<file path="src/pkg/bwc_consts.svh">
// offsets, field positions and reset values of the bridge window and control registers
`ifndef BWC_CONSTS_SVH
`define BWC_CONSTS_SVH

// ----------------------------------------------------------------------------
// register offsets (byte addresses of aligned dwords)
// ----------------------------------------------------------------------------
`define BWC_OFF_PF_LIMIT_UP   8'h2C
`define BWC_OFF_IO_UPPER      8'h30
`define BWC_OFF_CAP_PTR       8'h34
`define BWC_OFF_INTR_BRIDGE   8'h3C

// ----------------------------------------------------------------------------
// reset and fixed values
// ----------------------------------------------------------------------------
`define BWC_RST_PF_LIMIT_UP   32'h0000_0000
`define BWC_RST_IO_UPPER      16'h0000
`define BWC_RST_INT_LINE      8'h00
`define BWC_RST_INT_PIN       8'h00
`define BWC_RST_BRIDGE_CTL    8'h00
`define BWC_CAP_PTR_VAL       8'h40

// ----------------------------------------------------------------------------
// bridge control bits, as positions inside byte 2 of the dword at 3Ch
// ----------------------------------------------------------------------------
`define BWC_BC_PERR_RESP      0
`define BWC_BC_SERR_FWD       1
`define BWC_BC_ISA_EN         2
`define BWC_BC_VGA_EN         3
`define BWC_BC_VGA16          4
`define BWC_BC_SEC_RST        6
`define BWC_BC_WR_MASK        8'h5F

// ----------------------------------------------------------------------------
// window assembly and legacy ranges
// ----------------------------------------------------------------------------
`define BWC_MEM_LOW_ONES      20'hFFFFF
`define BWC_MEM_LOW_ZERO      20'h00000
`define BWC_IO_LOW_ONES       12'hFFF
`define BWC_IO_LOW_ZERO       12'h000
`define BWC_VGA_MEM_LO        64'h0000_0000_000A_0000
`define BWC_VGA_MEM_HI        64'h0000_0000_000B_FFFF
`define BWC_VGA_IO_A_LO       10'h3B0
`define BWC_VGA_IO_A_HI       10'h3BB
`define BWC_VGA_IO_B_LO       10'h3C0
`define BWC_VGA_IO_B_HI       10'h3DF
`define BWC_ISA_TOP_LO        10'h100

`endif

</file>
<file path="src/pkg/bwc_pkg.sv">
// types shared by the bridge window and control blocks
package bwc_pkg;
    typedef enum logic [1:0] {
        BWC_ERR_COR      = 2'b00,
        BWC_ERR_NONFATAL = 2'b01,
        BWC_ERR_FATAL    = 2'b10,
        BWC_ERR_NONE     = 2'b11
    } bwc_err_e;
    typedef logic [63:0] bwc_addr_t;
endpackage : bwc_pkg

</file>
<file path="src/logic/bwc_bridge_regs.sv">
// bridge window upper halves, capability pointer, interrupt and bridge control
`timescale 1ns/1ps
`include "bwc_consts.svh"

// ----------------------------------------------------------------------------
// What this block does
// ----------------------------------------------------------------------------
// What this block does
// RULE1 - rw 32-bit prefetch limit upper address bits 63..32, resets zero
// RULE2 - prefetch limit low twenty address bits are taken as all ones
// RULE3 - rw io base upper 16 bits at 30h bits 15..0, reset zero
// RULE4 - rw io limit upper 16 bits at 30h bits 31..16, reset zero
// RULE5 - capability pointer byte reads 40h, read only
// RULE6 - hot-plug events raise inta; interrupt pin byte read only, resets 00h; code raises inta only on a downstream port with a nonzero pin
// RULE7 - downstream interrupt pin default may be loaded by smbus, i2c or eeprom
// RULE8 - bit 16 clear ignores poisoned tlps, set detects and reports them
// RULE9 - bit 17 forwards secondary error messages to primary, clear blocks them
// RULE10 - bit 18 sends isa top-768 io window addresses below 64KB upstream
// RULE11 - bit 19 forwards legacy video memory A0000h..BFFFFh, else ignored
// RULE12 - video enabled forwards io below 64KB at 3B0h..3BBh, 3C0h..3DFh
// RULE13 - bit 20 selects 16-bit instead of 10-bit video io decode
// RULE14 - bit 22 on downstream port hot resets it and asserts its reset out
// RULE15 - bit 22 on upstream port asserts reset at every downstream port
// RULE16 - bits 21 and 23..27 read zero, writes ignored
// RULE17 - window hit means base <= address <= limit at full width
// RULE18 - reserved bridge control bits 31..28 read zero, writes preserve
module bwc_bridge_regs
    import bwc_pkg::*;
#(
    parameter bit IS_UPSTREAM = 1'b0,
    parameter int NUM_DOWN    = 1
) (
    input  wire logic                core_clk,
    input  wire logic                srst,
    // configuration requests
    input  wire logic                cfg_wr,
    input  wire logic                cfg_rd,
    input  wire logic [7:0]          cfg_addr,
    input  wire logic [3:0]          cfg_be,
    input  wire logic [31:0]         cfg_wdata,
    output logic                     cfg_rvalid,
    output logic [31:0]              cfg_rdata,
    // default load from smbus, i2c or eeprom
    input  wire logic                ld_int_pin_wr,
    input  wire logic [7:0]          ld_int_pin,
    // lower window halves and prefetch base upper dword from the neighbouring registers
    input  wire logic [31:0]         pf_base_upper,
    input  wire logic [11:0]         pf_base_low,
    input  wire logic [11:0]         pf_limit_low,
    input  wire logic [3:0]          io_base_low,
    input  wire logic [3:0]          io_limit_low,
    // address decode
    input  wire logic                dec_valid,
    input  wire logic                dec_is_io,
    input  wire bwc_addr_t           dec_addr,
    output logic                     dec_done,
    output logic                     fwd_down,
    output logic                     fwd_up,
    // secondary side errors
    input  wire logic                sec_poison,
    input  wire logic                sec_err_valid,
    input  wire bwc_err_e            sec_err_type,
    output logic                     poison_seen,
    output logic                     pri_err_valid,
    output bwc_err_e                 pri_err_type,
    // hot-plug interrupt and resets
    input  wire logic                hp_event,
    output logic                     inta_assert,
    output logic                     link_hot_rst,
    output logic [NUM_DOWN-1:0]      port_rst_n
);
    // ------------------------------------------------------------------------
    // storage
    // ------------------------------------------------------------------------
    logic [31:0] pf_limit_upper;
    logic [15:0] io_base_upper;
    logic [15:0] io_limit_upper;
    logic [7:0]  int_line;
    logic [7:0]  int_pin;
    // only bits 16..23 of the dword are stored
    logic [7:0]  bridge_ctl;
    logic        hp_pending;

    logic wr_pf;
    logic wr_io;
    logic wr_ib;

    always_comb begin
        wr_pf = cfg_wr && (cfg_addr == `BWC_OFF_PF_LIMIT_UP);
        wr_io = cfg_wr && (cfg_addr == `BWC_OFF_IO_UPPER);
        wr_ib = cfg_wr && (cfg_addr == `BWC_OFF_INTR_BRIDGE);
    end

    // ------------------------------------------------------------------------
    // prefetch limit upper dword
    // ------------------------------------------------------------------------
    genvar gi;
    generate
        for (gi = 0; gi < 4; gi++) begin : g_pf_byte
            always_ff @(posedge core_clk) begin
                if (srst) begin
                    pf_limit_upper[gi*8 +: 8] <= 8'(`BWC_RST_PF_LIMIT_UP >> (gi*8)); // RULE1
                end else if (wr_pf && cfg_be[gi]) begin
                    pf_limit_upper[gi*8 +: 8] <= cfg_wdata[gi*8 +: 8]; // RULE1
                end
            end
        end
    endgenerate

    // ------------------------------------------------------------------------
    // io base and limit upper halves
    // ------------------------------------------------------------------------
    generate
        for (gi = 0; gi < 2; gi++) begin : g_io_byte
            always_ff @(posedge core_clk) begin
                if (srst) begin
                    io_base_upper[gi*8 +: 8]  <= 8'(`BWC_RST_IO_UPPER >> (gi*8)); // RULE3
                    io_limit_upper[gi*8 +: 8] <= 8'(`BWC_RST_IO_UPPER >> (gi*8)); // RULE4
                end else if (wr_io) begin
                    if (cfg_be[gi]) begin
                        io_base_upper[gi*8 +: 8] <= cfg_wdata[gi*8 +: 8]; // RULE3
                    end
                    if (cfg_be[gi+2]) begin
                        io_limit_upper[gi*8 +: 8] <= cfg_wdata[16 + gi*8 +: 8]; // RULE4
                    end
                end
            end
        end
    endgenerate

    // ------------------------------------------------------------------------
    // interrupt line and pin
    // ------------------------------------------------------------------------
    always_ff @(posedge core_clk) begin
        if (srst) begin
            int_line <= `BWC_RST_INT_LINE;
        end else if (wr_ib && cfg_be[0]) begin
            int_line <= cfg_wdata[7:0];
        end
    end

    // host writes never reach the pin byte; only the sideband loader does
    always_ff @(posedge core_clk) begin
        if (srst) begin
            int_pin <= `BWC_RST_INT_PIN; // RULE6
        end else if (ld_int_pin_wr && !IS_UPSTREAM) begin
            int_pin <= ld_int_pin; // RULE7
        end
    end

    // ------------------------------------------------------------------------
    // bridge control: only writable bits are kept, the rest stay zero
    // ------------------------------------------------------------------------
    always_ff @(posedge core_clk) begin
        if (srst) begin
            bridge_ctl <= `BWC_RST_BRIDGE_CTL;
        end else if (wr_ib && cfg_be[2]) begin
            bridge_ctl <= cfg_wdata[23:16] & `BWC_BC_WR_MASK; // RULE16
        end
    end

    // ------------------------------------------------------------------------
    // configuration read path
    // ------------------------------------------------------------------------
    // rdata holds between reads for a slow host
    logic [31:0] next_rdata;

    always_comb begin
        next_rdata = 32'h0000_0000;
        case (cfg_addr)
            `BWC_OFF_PF_LIMIT_UP: begin
                next_rdata = pf_limit_upper;
            end
            `BWC_OFF_IO_UPPER: begin
                next_rdata = {io_limit_upper, io_base_upper};
            end
            `BWC_OFF_CAP_PTR: begin
                next_rdata = {24'h00_0000, `BWC_CAP_PTR_VAL}; // RULE5
            end
            `BWC_OFF_INTR_BRIDGE: begin
                // upper byte is all legacy or reserved bits and reads zero
                next_rdata = {8'h00, bridge_ctl, int_pin, int_line}; // RULE18
            end
            default: begin
                next_rdata = 32'h0000_0000;
            end
        endcase
    end

    always_ff @(posedge core_clk) begin
        if (srst) begin
            cfg_rvalid <= 1'b0;
            cfg_rdata  <= 32'h0000_0000;
        end else begin
            cfg_rvalid <= cfg_rd;
            if (cfg_rd) begin
                cfg_rdata <= next_rdata;
            end
        end
    end

    // ------------------------------------------------------------------------
    // hot-plug interrupt as inta virtual wire
    // ------------------------------------------------------------------------
    // level follows the event source; no pin means no interrupt message
    always_ff @(posedge core_clk) begin
        if (srst) begin
            hp_pending  <= 1'b0;
            inta_assert <= 1'b0;
        end else begin
            hp_pending  <= hp_event && !IS_UPSTREAM;
            inta_assert <= hp_pending && (int_pin != 8'h00); // RULE6
        end
    end

    // ------------------------------------------------------------------------
    // secondary bus reset
    // ------------------------------------------------------------------------
    // a level: reset stays on until software clears bit 22
    logic sec_rst;

    always_comb begin
        sec_rst = bridge_ctl[`BWC_BC_SEC_RST];
    end

    always_ff @(posedge core_clk) begin
        if (srst) begin
            link_hot_rst <= 1'b0;
            port_rst_n   <= {NUM_DOWN{1'b1}};
        end else begin
            link_hot_rst <= sec_rst; // RULE14
            // an upstream port drives every downstream reset at once
            port_rst_n   <= {NUM_DOWN{~sec_rst}}; // RULE15
        end
    end

    // ------------------------------------------------------------------------
    // assembled windows and decode
    // ------------------------------------------------------------------------
    bwc_addr_t   pf_base;
    bwc_addr_t   pf_limit;
    logic [31:0] io_base;
    logic [31:0] io_limit;

    always_comb begin
        pf_base  = {pf_base_upper, pf_base_low, `BWC_MEM_LOW_ZERO};
        pf_limit = {pf_limit_upper, pf_limit_low, `BWC_MEM_LOW_ONES}; // RULE2
        io_base  = {io_base_upper, io_base_low, `BWC_IO_LOW_ZERO}; // RULE3
        io_limit = {io_limit_upper, io_limit_low, `BWC_IO_LOW_ONES}; // RULE4
    end

    bwc_window_dec u_dec (
        .core_clk (core_clk),
        .srst     (srst),
        .dec_valid(dec_valid),
        .dec_is_io(dec_is_io),
        .dec_addr (dec_addr),
        .pf_base  (pf_base),
        .pf_limit (pf_limit),
        .io_base  (io_base),
        .io_limit (io_limit),
        .isa_en   (bridge_ctl[`BWC_BC_ISA_EN]),
        .vga_en   (bridge_ctl[`BWC_BC_VGA_EN]),
        .vga16    (bridge_ctl[`BWC_BC_VGA16]),
        .dec_done (dec_done),
        .fwd_down (fwd_down),
        .fwd_up   (fwd_up)
    );

    bwc_err_gate u_err (
        .core_clk     (core_clk),
        .srst         (srst),
        .perr_resp    (bridge_ctl[`BWC_BC_PERR_RESP]),
        .serr_fwd_en  (bridge_ctl[`BWC_BC_SERR_FWD]),
        .sec_poison   (sec_poison),
        .sec_err_valid(sec_err_valid),
        .sec_err_type (sec_err_type),
        .poison_seen  (poison_seen),
        .pri_err_valid(pri_err_valid),
        .pri_err_type (pri_err_type)
    );
endmodule : bwc_bridge_regs

</file>
<file path="src/logic/bwc_err_gate.sv">
// poisoned tlp and secondary error message gating
`timescale 1ns/1ps
module bwc_err_gate
    import bwc_pkg::*;
(
    input  wire logic     core_clk,
    input  wire logic     srst,
    input  wire logic     perr_resp,
    input  wire logic     serr_fwd_en,
    input  wire logic     sec_poison,
    input  wire logic     sec_err_valid,
    input  wire bwc_err_e sec_err_type,
    output logic          poison_seen,
    output logic          pri_err_valid,
    output bwc_err_e      pri_err_type
);
    always_ff @(posedge core_clk) begin
        if (srst) begin
            poison_seen <= 1'b0;
        end else begin
            poison_seen <= sec_poison & perr_resp; // RULE8
        end
    end

    always_ff @(posedge core_clk) begin
        if (srst) begin
            pri_err_valid <= 1'b0;
            pri_err_type  <= BWC_ERR_NONE;
        end else begin
            pri_err_valid <= sec_err_valid & serr_fwd_en & (sec_err_type != BWC_ERR_NONE); // RULE9
            pri_err_type  <= sec_err_type;
        end
    end
endmodule : bwc_err_gate

</file>
<file path="src/logic/bwc_window_dec.sv">
// forwarding window, isa and legacy video decode
`timescale 1ns/1ps
`include "bwc_consts.svh"
module bwc_window_dec
    import bwc_pkg::*;
(
    input  wire logic        core_clk,
    input  wire logic        srst,
    input  wire logic        dec_valid,
    input  wire logic        dec_is_io,
    input  wire bwc_addr_t   dec_addr,
    input  wire bwc_addr_t   pf_base,
    input  wire bwc_addr_t   pf_limit,
    input  wire logic [31:0] io_base,
    input  wire logic [31:0] io_limit,
    input  wire logic        isa_en,
    input  wire logic        vga_en,
    input  wire logic        vga16,
    output logic             dec_done,
    output logic             fwd_down,
    output logic             fwd_up
);
    function automatic logic in_range(input bwc_addr_t a, input bwc_addr_t lo,
                                      input bwc_addr_t hi);
        in_range = (a >= lo) && (a <= hi);
    endfunction : in_range

    logic io_win;
    logic pf_win;
    logic lo64k;
    logic isa_top;
    logic vga_io;
    logic vga_mem;
    logic [9:0] a10;

    always_comb begin
        a10     = dec_addr[9:0];
        io_win  = in_range(dec_addr, {32'h0, io_base}, {32'h0, io_limit}); // RULE17
        pf_win  = in_range(dec_addr, pf_base, pf_limit); // RULE17
        lo64k   = (dec_addr[63:16] == 48'h0);
        isa_top = lo64k && (a10 >= `BWC_ISA_TOP_LO); // RULE10
        // 10-bit decode aliases the video ports through every 1KB block below 64KB
        vga_io  = (dec_addr[63:16] == 48'h0) && (!vga16 || dec_addr[15:10] == 6'h00) // RULE13
                  && (((a10 >= `BWC_VGA_IO_A_LO) && (a10 <= `BWC_VGA_IO_A_HI))
                  || ((a10 >= `BWC_VGA_IO_B_LO) && (a10 <= `BWC_VGA_IO_B_HI))); // RULE12
        vga_mem = in_range(dec_addr, `BWC_VGA_MEM_LO, `BWC_VGA_MEM_HI); // RULE11
    end

    always_ff @(posedge core_clk) begin
        if (srst) begin
            dec_done <= 1'b0;
            fwd_down <= 1'b0;
            fwd_up   <= 1'b0;
        end else begin
            dec_done <= dec_valid;
            if (dec_valid) begin
                if (dec_is_io) begin
                    fwd_up   <= io_win && isa_en && isa_top; // RULE10
                    fwd_down <= (io_win && !(isa_en && isa_top)) || (vga_en && vga_io); // RULE12
                end else begin
                    fwd_up   <= 1'b0;
                    fwd_down <= pf_win || (vga_en && vga_mem); // RULE11
                end
            end
        end
    end
endmodule : bwc_window_dec

</file>
<file path="config.mk">
export PLATFORM = sky130hd
export DESIGN_NAME = bwc_bridge_regs
export DESIGN_NICKNAME = d
export VERILOG_FILES = /design/src/pkg/bwc_pkg.sv /design/src/logic/bwc_bridge_regs.sv /design/src/logic/bwc_err_gate.sv /design/src/logic/bwc_window_dec.sv
export VERILOG_INCLUDE_DIRS = /design/src /design/src/pkg
export SDC_FILE = /design/constraint.sdc
export NUM_CORES = 1
export LEC_CHECK = 0
export BUFFER_PORTS_ARGS = -buffer_cell sky130_fd_sc_hd__buf_2
export CORE_MARGIN = 2
export CORE_UTILIZATION = 30
export CTS_CLUSTER_DIAMETER = 60
export DETAILED_ROUTE_END_ITERATION = 7
export SLEW_MARGIN = 20
export SYNTH_ARGS = -nofsm -noshare
export SYNTH_HDL_FRONTEND = slang
export SYNTH_SLANG_ARGS = --single-unit
</file>
<file path="constraint.sdc">
create_clock -name core_clk -period 2.3 [get_ports core_clk]
set_input_delay 0.23 -clock core_clk [delete_from_list [all_inputs] [get_ports core_clk]]
set_output_delay 0.23 -clock core_clk [all_outputs]
set_load 0.02 [all_outputs]
</file>
==> flow_summary.json <==
{
  "outcome": "completed",
  "drv_cap": 0,
  "yosys.area_share.adder_pct": 18.6,
  "gr-total-overflow": 0,
  "cts_made_buffers": 17,
  "fp.dieW_um": 173,
  "fin_crit_ps": 2200,
  "avgSynthCellArea_um2": 7.90,
  "htreeDepth": 4,
  "reg2regPathDepth": 10,
  "cts_tree": "built",
  "critPathLaunch": "pf_limit[53]$_SDFFE_PP0P_",
  "gp_congestion": 0.885,
  "clkPwrFrac_pct": 45.0,
  "antenna_found_initial": 7,
  "slowest_delay_ps": 330,
  "r2r_start": "pf_limit[53]$_SDFFE_PP0P_",
  "clock_path_buffers": 2,
  "crit_chain": "inv_1, ha_1, a21o_1, a21o_1, a221o_1, a2111oi_4, buf_4, o211ai_1, and2_1, o22ai_2",
  "p_total_mw": 5.77,
  "ys_top_cells_by_area": "dfxtp_1 30%, ha_1 19%, mux2i_1 7.8%, a21oi_1 6.7%, nand2_1 6.0%",
  "ctsRootBufferMaster": "clkbuf_16",
  "grtUsageTotal_pct": 20.2,
  "r2r-end": "u_dec.fwd_down$_SDFFE_PP0P_",
  "cp_max_fo": 2,
  "yosys.area.top_type_share_pct": 30.2,
  "synth_top_family_by_area": "simple AND/OR/NAND/NOR gates",
  "post-route-period-util_pct": 95.6,
  "setup_viol": 0,
  "synth_compound_area_share_pct": 14.7,
  "fillers": 2954,
  "vias": 8585,
  "worst_slack_ps": 101,
  "drtIter0Drc": 641,
  "routed_wl_um": 30300,
  "ys_warn_count": 0,
  "finalHoldViolCount": 0,
  "ys.flop_type": "dfxtp_1",
  "drtAntennaViolNets": 0,
  "ys_seq_elements": 130,
  "drc": 0,
  "power_density_mw_per_mm2": 516,
  "worstMarginPinSlew_ps": 850,
  "wire_per_inst_um": 17.3,
  "grt_pass1_wl_um": 47500,
  "synth_largest_area_cell": "dfxtp_1",
  "postSynth.asyncResetShare_pct": 0,
  "drive_above_1_share_pct": 24.4,
  "hpwl_um": 24900,
  "fin_skew_ps": 10.4,
  "hold_class": "input pin to register",
  "ir_drop_mv": 0.527,
  "placedCellCount": 1709,
  "endpoint": "u_dec.fwd_down$_SDFFE_PP0P_",
  "initial_core_util_pct": 30.2,
  "power.switching_mw": 1.61,
  "leakage_nw": 4.90,
  "grt_max_degree": 44,
  "criticalPathCategory": "register to register",
  "max_clock_freq_mhz": 455,
  "r2r_setup_slack_ps": 100,
  "crit_path_top_delay_cell": "dfxtp_2",
  "final_max_slew_viol_count": 0,
  "switching_share_pct": 27.9,
  "synthSimpleGateAreaFrac_pct": 21.1,
  "grt_pass1_vias": 8529,
  "port_buffers": 234,
  "seq_area_frac_synth_pct": 30.2,
  "post-place-ws_ps": -240,
  "fin_nets": 1669,
  "placeableCoreArea_mm2": 0.0285,
  "synth-xor-area-share_pct": 0,
  "tns_ps": 0,
  "vias_per_cell": 4.91,
  "area_growth_pct": 29.8,
  "p_int_mw": 4.16,
  "synthesis.area_mm2": 0.00861,
  "arrival_ps": 2550,
  "drtPass1Iterations": 5,
  "synthMuxAreaShare_pct": 7.92,
  "cp-start-kind": "register",
  "cts.clk_slew.worst_paths_ps": 60,
  "power_frac_comb_pct": 15.3,
  "rows": 62,
  "cts.sinks": 130,
  "clk_latency_ps": 420,
  "final_core_util_pct": 39.3,
  "share_seq_of_total_power_pct": 39.7,
  "final_cells": 1749,
  "end_kind": "register",
  "ioPinCount": 235,
  "worstPathRequired_ps": 2650,
  "synthCells": 1090,
  "die_y_um": 173,
  "dieArea_mm2": 0.0301,
  "synth_fp_nets": 1410,
  "crit_top_cell": "a21o_1",
  "synth_edf_count": 0,
  "slew_headroom_pct": 43.3,
  "synth_cell_types": 53
}
[critical path: cells and delay by family (launching register included)]
| family | cells | cell delay, ps |
|---|---|---|
| compound gates | 6 | 1110 |
| fa+ha+maj | 1 | 290 |
| buf+inv | 2 | 210 |
| flops | 1 | 330 |
| simple gates | 1 | 170 |
[Yosys cell counts, types with 3 or more instances]
cell type and number:
nand2_1 137, inv_1 133, dfxtp_1 130, ha_1 128
a21oi_1 116, nor2_1 99, mux2i_1 67, clkbuf_1 35
nand4_1 31, nor2b_1 29, nand3_1 26, nor4_1 20
o21ai_0 19, o21ai_1 18, a211oi_1 12, a21o_1 11
a22oi_1 11, and3_1 7, nand2b_1 6, nor3_1 6
a221o_1 4, o211ai_1 4, a2111oi_0 3, and4_1 3
[cell type report]
cell class | count | area [µm²] | area share (%)
Clock buffer | 18 | 429 | 3.84
Clock inverter | 14 | 133 | 1.19
Timing Repair Buffer | 278 | 1560 | 14.0
Inverter | 133 | 499 | 4.47
Sequential cell | 130 | 2610 | 23.3
Multi-Input combinational cell | 789 | 5460 | 48.8
Antenna cell | 3 | 7.51 | 0.0672
Tap cell | 384 | 480 | 4.30
[power by group through the flow]
stage	registers (mW)	logic, mW	clock network [mW]
6_report	2.29	0.884	2.60
5_1_grt	2.29	0.996	2.76
4_1_cts	2.29	0.876	2.65
3_5_place_dp	2.34	0.865	0
3_3_place_gp	2.34	0.849	0
2_1_floorplan	2.35	0.415	0
[layout by cell type, fill, tap and decap left out, types with 3 or more instances in the layout]
master	n
a211oi_1	12
a21o_1	11
a21oi_1	115
a221o_1	4
a22oi_1	11
and3_1	7
buf_12	4
buf_2	233
buf_4	39
clkbuf_16	17
clkinv_4	5
clkinvlp_4	3
dfxtp_1	125
dfxtp_2	5
diode_2	3
ha_1	126
inv_1	133
inv_6	3
mux2i_1	67
nand2_1	137
nand2b_1	6
nand3_1	26
nand4_1	31
nor2_1	99
nor2b_1	29
nor3_1	6
nor4_1	19
o211ai_1	4
o21ai_0	18
o21ai_1	18
[registers in the layout, summed over array words and instances, names as in the netlist]
name                 count
link_hot_rst             1
io_base                 16
io_limit                16
u_err.poison_seen        1
int_pin                  8
u_dec.fwd_down           1
inta_assert              1
u_dec.dec_done           1
hp_pending               1
u_dec.fwd_up             1
bridge_ctl               6
cfg_rvalid               1
u_err.pri_err_type       2
cfg_rdata               32
port_rst_n               1
pf_limit                32
u_err.pri_err_valid      1
int_line                 8
[logic make-up after synthesis]
family          after synthesis
compound gates              214
buf+inv                     171
simple gates                379
mux                          68
flops                       130
fa+ha+maj                   128
[per-layer routing]
metal / share of wire [%] / vias up / global-route usage, %
met5: 0.16 / - / 0
met3: 6.5 / 33 / 5.20
li1: - / 4323 / -
met1: 47 / 3950 / 27.2
met2: 44 / 271 / 31.8
met4: 1.6 / 8 / 5.51
[how the worst min path moves through the flow]
stage,start,endpoint,cells past startpoint
after floorplan,sec_err_type[1],u_err.pri_err_valid$_SDFF_PP0_,1
after global placement,sec_err_type[0],u_err.pri_err_valid$_SDFF_PP0_,2
after detailed placement,hp_pending$_SDFF_PP0_,inta_assert$_SDFF_PP0_,2
after CTS,sec_err_type[1],u_err.pri_err_type[1]$_SDFF_PP1_,2
after global routing,sec_err_type[1],u_err.pri_err_type[1]$_SDFF_PP1_,2
final,sec_err_type[1],u_err.pri_err_type[1]$_SDFF_PP1_,2
[what timing repair did]
action / 4_1_cts / 5_1_grt
endpoints found under the setup margin: 1 / 1
hold endpoints to repair: 2 / 0
setup buffers: 0 / 3
pin swaps: 1 / 8
gates resized for setup: 8 / 14
hold buffers: 2 / 0
[stage by stage]
stage | hold slack [ps] | instance area, µm²
3_5_place_dp | 428 | 10500
3_3_place_gp | 419 | 10500
4_1_cts | 4.02 | 11100
2_1_floorplan | 321 | 8610
6_report | 22.5 | 11200
5_1_grt | 26.9 | 11200
Power figures use the tool's default switching activity.
